### src/pmcg_pkg.sv
// Summary of operation
// - Run: core and peripherals at full clock
// - Slow: both clocks lowered by prescaler and divider
// - Wait: no fetch until interrupt acknowledged
// - Wait: core clock gated, peripherals run divided by wait divider
// - Halt without watchdog: all clocks stopped, frozen
// - Halt left only through reset
// - Stop: all frozen until external wake-up pin
package pmcg_pkg;
	typedef enum logic [2:0] {
		PMCG_RUN  = 3'h0,
		PMCG_WAIT = 3'h1,
		PMCG_STOP = 3'h3,
		PMCG_WAKE = 3'h2,
		PMCG_HALT = 3'h6
	} pmcg_state_t;
	localparam int          PMCG_DIV_W       = 4;
	localparam logic [3:0]  PMCG_DIV_RESET   = 4'h0;
	localparam logic [3:0]  PMCG_CNT_RESET   = 4'h0;
	localparam logic [1:0]  PMCG_WAKE_CYCLES = 2'h2;
	localparam logic [1:0]  PMCG_SYNC_RESET  = 2'h0;
endpackage

### src/pmcg_top.sv
`timescale 1ns/1ns
`default_nettype none
module pmcg_top (
	input  wire logic       clk_in,
	input  wire logic       rst_in,
	input  wire logic       slow_mode_in,
	input  wire logic [3:0] cpu_prescale_in,
	input  wire logic [3:0] unit_divide_in,
	input  wire logic [3:0] wait_divide_in,
	input  wire logic       wait_for_interrupt_mode_in,
	input  wire logic       halt_instr_in,
	input  wire logic       watchdog_enabled_in,
	input  wire logic       stop_request_in,
	input  wire logic       irq_ack_in,
	input  wire logic       wakeup_pin_in,
	output logic            cpu_clk_en_out,
	output logic            periph_clk_en_out,
	output logic            fetch_enable_out,
	output logic [2:0]      mode_out
);
	pmcg_pkg::pmcg_state_t state_r;
	pmcg_pkg::pmcg_state_t state_nxt;
	logic [1:0] wake_sync_r;
	logic       wake_seen_r;
	logic [1:0] wake_cnt_r;
	logic [3:0] ratio;
	logic       tick;
	logic       cpu_en_nxt;
	logic       per_en_nxt;

	// Slow ratio adds prescaler and unit divider; saturates at max
	always_comb begin
		ratio = 4'h0;
		if (state_r == pmcg_pkg::PMCG_WAIT) begin
			ratio = wait_divide_in;
		end else if (slow_mode_in) begin
			ratio = ({1'b0, cpu_prescale_in} + {1'b0, unit_divide_in} > 5'h0f) ?
				4'hf : 4'(cpu_prescale_in + unit_divide_in);
		end
	end

	pmcg_divider u_div (
		.clk_in   (clk_in),
		.rst_in   (rst_in),
		.ratio_in (ratio),
		.tick_out (tick)
	);

	// Wake pin is asynchronous: two flops before use
	always_ff @(posedge clk_in) begin
		if (rst_in) begin
			wake_sync_r <= pmcg_pkg::PMCG_SYNC_RESET;
			wake_seen_r <= 1'b0;
		end else begin
			wake_sync_r <= {wake_sync_r[0], wakeup_pin_in};
			wake_seen_r <= wake_sync_r[1];
		end
	end

	always_comb begin
		state_nxt = state_r;
		case (state_r)
			pmcg_pkg::PMCG_RUN: begin
				if (halt_instr_in && !watchdog_enabled_in) begin
					state_nxt = pmcg_pkg::PMCG_HALT;
				end else if (stop_request_in) begin
					state_nxt = pmcg_pkg::PMCG_STOP;
				end else if (wait_for_interrupt_mode_in) begin
					state_nxt = pmcg_pkg::PMCG_WAIT;
				end
			end
			pmcg_pkg::PMCG_WAIT: begin
				if (irq_ack_in) begin
					state_nxt = pmcg_pkg::PMCG_RUN;
				end
			end
			pmcg_pkg::PMCG_STOP: begin
				// Rising edge only, so a stuck-high pin cannot bounce back
				if (wake_sync_r[1] && !wake_seen_r) begin
					state_nxt = pmcg_pkg::PMCG_WAKE;
				end
			end
			pmcg_pkg::PMCG_WAKE: begin
				if (wake_cnt_r == pmcg_pkg::PMCG_WAKE_CYCLES) begin
					state_nxt = pmcg_pkg::PMCG_RUN;
				end
			end
			pmcg_pkg::PMCG_HALT: begin
				state_nxt = pmcg_pkg::PMCG_HALT;
			end
			default: begin
				state_nxt = pmcg_pkg::PMCG_RUN;
			end
		endcase
	end

	always_ff @(posedge clk_in) begin
		if (rst_in) begin
			state_r <= pmcg_pkg::PMCG_RUN;
		end else begin
			state_r <= state_nxt;
		end
	end

	// Settling cycles before enables return, clean restart edge
	always_ff @(posedge clk_in) begin
		if (rst_in || state_r != pmcg_pkg::PMCG_WAKE) begin
			wake_cnt_r <= 2'h0;
		end else begin
			wake_cnt_r <= wake_cnt_r + 2'h1;
		end
	end

	// Enables registered, sampled by latch-based gates downstream
	always_comb begin
		cpu_en_nxt = 1'b0;
		per_en_nxt = 1'b0;
		case (state_nxt)
			pmcg_pkg::PMCG_RUN: begin
				cpu_en_nxt = slow_mode_in ? tick : 1'b1;
				per_en_nxt = slow_mode_in ? tick : 1'b1;
			end
			pmcg_pkg::PMCG_WAIT: begin
				per_en_nxt = tick;
			end
			default: begin
				cpu_en_nxt = 1'b0;
				per_en_nxt = 1'b0;
			end
		endcase
	end

	always_ff @(posedge clk_in) begin
		if (rst_in) begin
			cpu_clk_en_out    <= 1'b0;
			periph_clk_en_out <= 1'b0;
			fetch_enable_out  <= 1'b0;
			mode_out          <= 3'h0;
		end else begin
			cpu_clk_en_out    <= cpu_en_nxt;
			periph_clk_en_out <= per_en_nxt;
			fetch_enable_out  <= (state_nxt == pmcg_pkg::PMCG_RUN);
			mode_out          <= state_nxt;
		end
	end
endmodule
`default_nettype wire

### src/pmcg_divider.sv
`timescale 1ns/1ns
`default_nettype none
module pmcg_divider (
	input  wire logic       clk_in,
	input  wire logic       rst_in,
	input  wire logic [3:0] ratio_in,
	output logic            tick_out
);
	logic [3:0] cnt_r;

	// Ratio 0 gives a tick on every edge
	always_ff @(posedge clk_in) begin
		if (rst_in || cnt_r >= ratio_in) begin
			cnt_r <= pmcg_pkg::PMCG_CNT_RESET;
		end else begin
			cnt_r <= cnt_r + 4'h1;
		end
	end

	always_ff @(posedge clk_in) begin
		if (rst_in) begin
			tick_out <= 1'b0;
		end else begin
			tick_out <= (cnt_r >= ratio_in);
		end
	end
endmodule
`default_nettype wire

### config.mk
export PLATFORM = sky130hd
export DESIGN_NAME = pmcg_top
export DESIGN_NICKNAME = d
export VERILOG_FILES = /design/src/pmcg_pkg.sv /design/src/pmcg_top.sv /design/src/pmcg_divider.sv
export SDC_FILE = /design/constraint.sdc
export NUM_CORES = 1
export LEC_CHECK = 0
export BUFFER_PORTS_ARGS = -buffer_cell sky130_fd_sc_hd__buf_2
export CAP_MARGIN = 0
export CORE_MARGIN = 8
export CORE_UTILIZATION = 30
export DETAILED_ROUTE_END_ITERATION = 10
export PLACE_DENSITY_LB_ADDON = 0.08
export SLEW_MARGIN = 20
export SYNTH_ARGS = -nofsm -noshare
export SYNTH_HDL_FRONTEND = slang
export SYNTH_SLANG_ARGS = --single-unit
export TNS_END_PERCENT = 10
### constraint.sdc
create_clock -name clk_in -period 5.45 [get_ports clk_in]
set_clock_uncertainty 0.05 [all_clocks]
set_input_delay 1.09 -clock clk_in [delete_from_list [all_inputs] [get_ports clk_in]]
set_output_delay 1.09 -clock clk_in [all_outputs]
set_load 0.005 [all_outputs]
==> run metrics <==
Root Buffer clkbuf_4; initial antenna violation count 0; Yosys warning total 0; Synth area leaders dfxtp_1 38%, ha_1 15%, nand2b_1 3.7%, nor3_1 3.5%, nor2_1 3.5%; Pins Over Slew Limit 0; Worst setup EP type register; final hold viol count 0; Rows 19; Via density 4.868; post-synthesis xor/xnor area fraction 3.088%; I/O pins 27; vias in the first global route 782; Yosys top cell area share 37.65%; post-route setup slack 1923 ps; first-pass GRT wire length 3.422 mm; Hold Crit Start wake_cnt_r[0]; CP arrival 3680 ps; post-synthesis compound-gate area fraction 15.00%; Die W 69.26 µm; clk sink count 16; largest area contributor in the netlist dfxtp_1; DR vias 735; Setup Crit Path Kind input port to register; drt drc 0; Setup crit start kind input port; GRT Residual Overflow 0; flops & latches, synth 16; final wirelength 1.844 mm; final instance area 0.001047 mm²; DR iter-0 viols 28; Die Height 69.26 µm; Max-slew headroom 74.53%; max-cap viol count 0; Lkg Pwr 0.4825 nW; routed len/inst 12.21 µm; post-CTS setup buffers 0; CTS tree built; Pwr Density 289.2 mW/mm²; maximum clock frequency 0.2835 GHz; total power 0.3028 mW; Resized cells post-CTS 0; Adder-Cell Fraction of Synth Area 17.06%; Post-DP Area 0.001011 mm²; Least-Margin Pin Slew 372.4 ps; Clk pin slew, worst setup/hold paths 90 ps; TritonRoute pass-1 iters 4; Starting Density 31.12%; PortBufs 26; largest net degree at the start of global routing 14; Crit Path Max Fanout 5; GPL Wtd Cong 0.7235; hold buffer count at CTS 0; detailed placement HPWL 1.520 mm; clock buffer depth 2; proportion of synthesized area in mux cells 0%; Layout area overhead 23.09%; All-Layer GR Usage 8.236%; Mapped Cells 92; Avg Inst Size Synth 9.248 µm²; reg-to-reg startpoint mode_out[0]; status complete, no violations; TritonCTS Buffers 3; Layout Nets 153; htree depth 1; hold_ws 365.0 ps; main combinational cell family by area after synthesis simple AND/OR/NAND/NOR gates; worst slack, placed 1602 ps; Clk Latency, worst-skew pair 280 ps; mapped cell area 850.8 µm²; antenna-violating nets left 0; commonest non-fill, non-tap cell in the layout buf_2; Distinct cells, synth 31; Post-Synthesis Net Count 124; post-route minimum period 3527 ps; Simple-Gate Fraction of Synth Area 23.97%; setup TNS 0 ps; Worst Setup SP cpu_prescale_in[0]; Final setup viols 0; CP required 5610 ps; Core Area 0.002734 mm²; most frequent cells in the layout 26 x buf_2, 16 x dfxtp_1, 10 x ha_1; RSZ-0062 raised after global routing false; post-synthesis sequential area ratio 37.65%; DIE AREA 0.004796 mm²; # diodes 0; Hold Path Class register to register; layout cell share with drive strength beyond 1 26.67%; crit share post-route 64.72%; IR Drop Worst-Case VDD 0.1124 mV
final timing paths:
kind | end | slack, ps | cells after the start
max | u_div.cnt_r[1] | 1920 | 12
min | wake_cnt_r[0] | 360 | 1
max reg2reg | u_div.cnt_r[1] | 2990 | 8
min reg2reg | wake_cnt_r[0] | 360 | 1
where the power goes:
group | total (mW) | leakage [nW] | internal, mW | switching [mW]
combinational | 0.0816 | 0.330 | 0.0415 | 0.0400
clock | 0.0765 | 0.0210 | 0.0406 | 0.0359
sequential | 0.145 | 0.131 | 0.131 | 0.0136
per-layer routing:
layer	up-vias	wire (µm)	GRT usage [%]
met5	-	0	0
met4	0	12	2.733
met3	2	127	3.863
met2	17	803	12.81
met1	327	899	9.672
li1	389	-	-
logic make-up (layout without fill, tap and decap cells):
kind of cell	after synthesis	after routing
flops	16	16
buf+inv	7	35
fa+ha+maj	11	11
compound gates	19	19
xor+xnor	3	3
simple gates	36	36
Yosys cell counts, drive strengths merged:
| master | n |
|---|---|
| a21oi | 5 |
| nor2 | 8 |
| xor2 | 1 |
| inv | 5 |
| o21ai | 2 |
| nor3 | 7 |
| nor2b | 4 |
| clkbuf | 1 |
| a2111oi | 1 |
| ha | 10 |
| a31oi | 2 |
| a22oi | 3 |
| fa | 1 |
| xnor2 | 2 |
| nand3b | 2 |
| dfxtp | 16 |
| nand3 | 2 |
| a311o | 1 |
| nor3b | 2 |
| nand2b | 5 |
| nand2 | 4 |
| a21boi | 2 |
| and3b | 1 |
| a22o | 1 |
| o211ai | 1 |
| nand4b | 1 |
| buf | 1 |
| a21o | 1 |
worst max-delay path, stage by stage:
cell and delay, ps:
buf_2 100, ha_1 210, fa_1 410, a21o_1 170, a21oi_1 230, nand2b_1 90
a22o_1 200, ha_1 260, nand2b_1 130, a2111oi_0 410, a21oi_1 160, nor3b_1 210
per-stage QoR:
step	util (%)	instances
after floorplan	-	92
after global placement	36.98	147
after detailed placement	36.98	147
after CTS	38.31	151
after global routing	38.31	151
final	38.31	151
cell type report:
cell class	count	area, µm²
repair buffers	26	130.1
well taps	31	38.79
multi-input cells	69	503.0
flip-flops and latches	16	320.3
clock buffers	4	36.28
inverters	5	18.77
fillers	291	1687
flip-flops by register name, indices dropped and copies added, names as in the netlist:
name and cells:
wake_sync_r 2, periph_clk_en_out 1, u_div.tick_out 1, wake_seen_r 1
fetch_enable_out 1, wake_cnt_r 2, u_div.cnt_r 4, cpu_clk_en_out 1
mode_out 3
No activity file was read; power rests on OpenSTA's default activity.
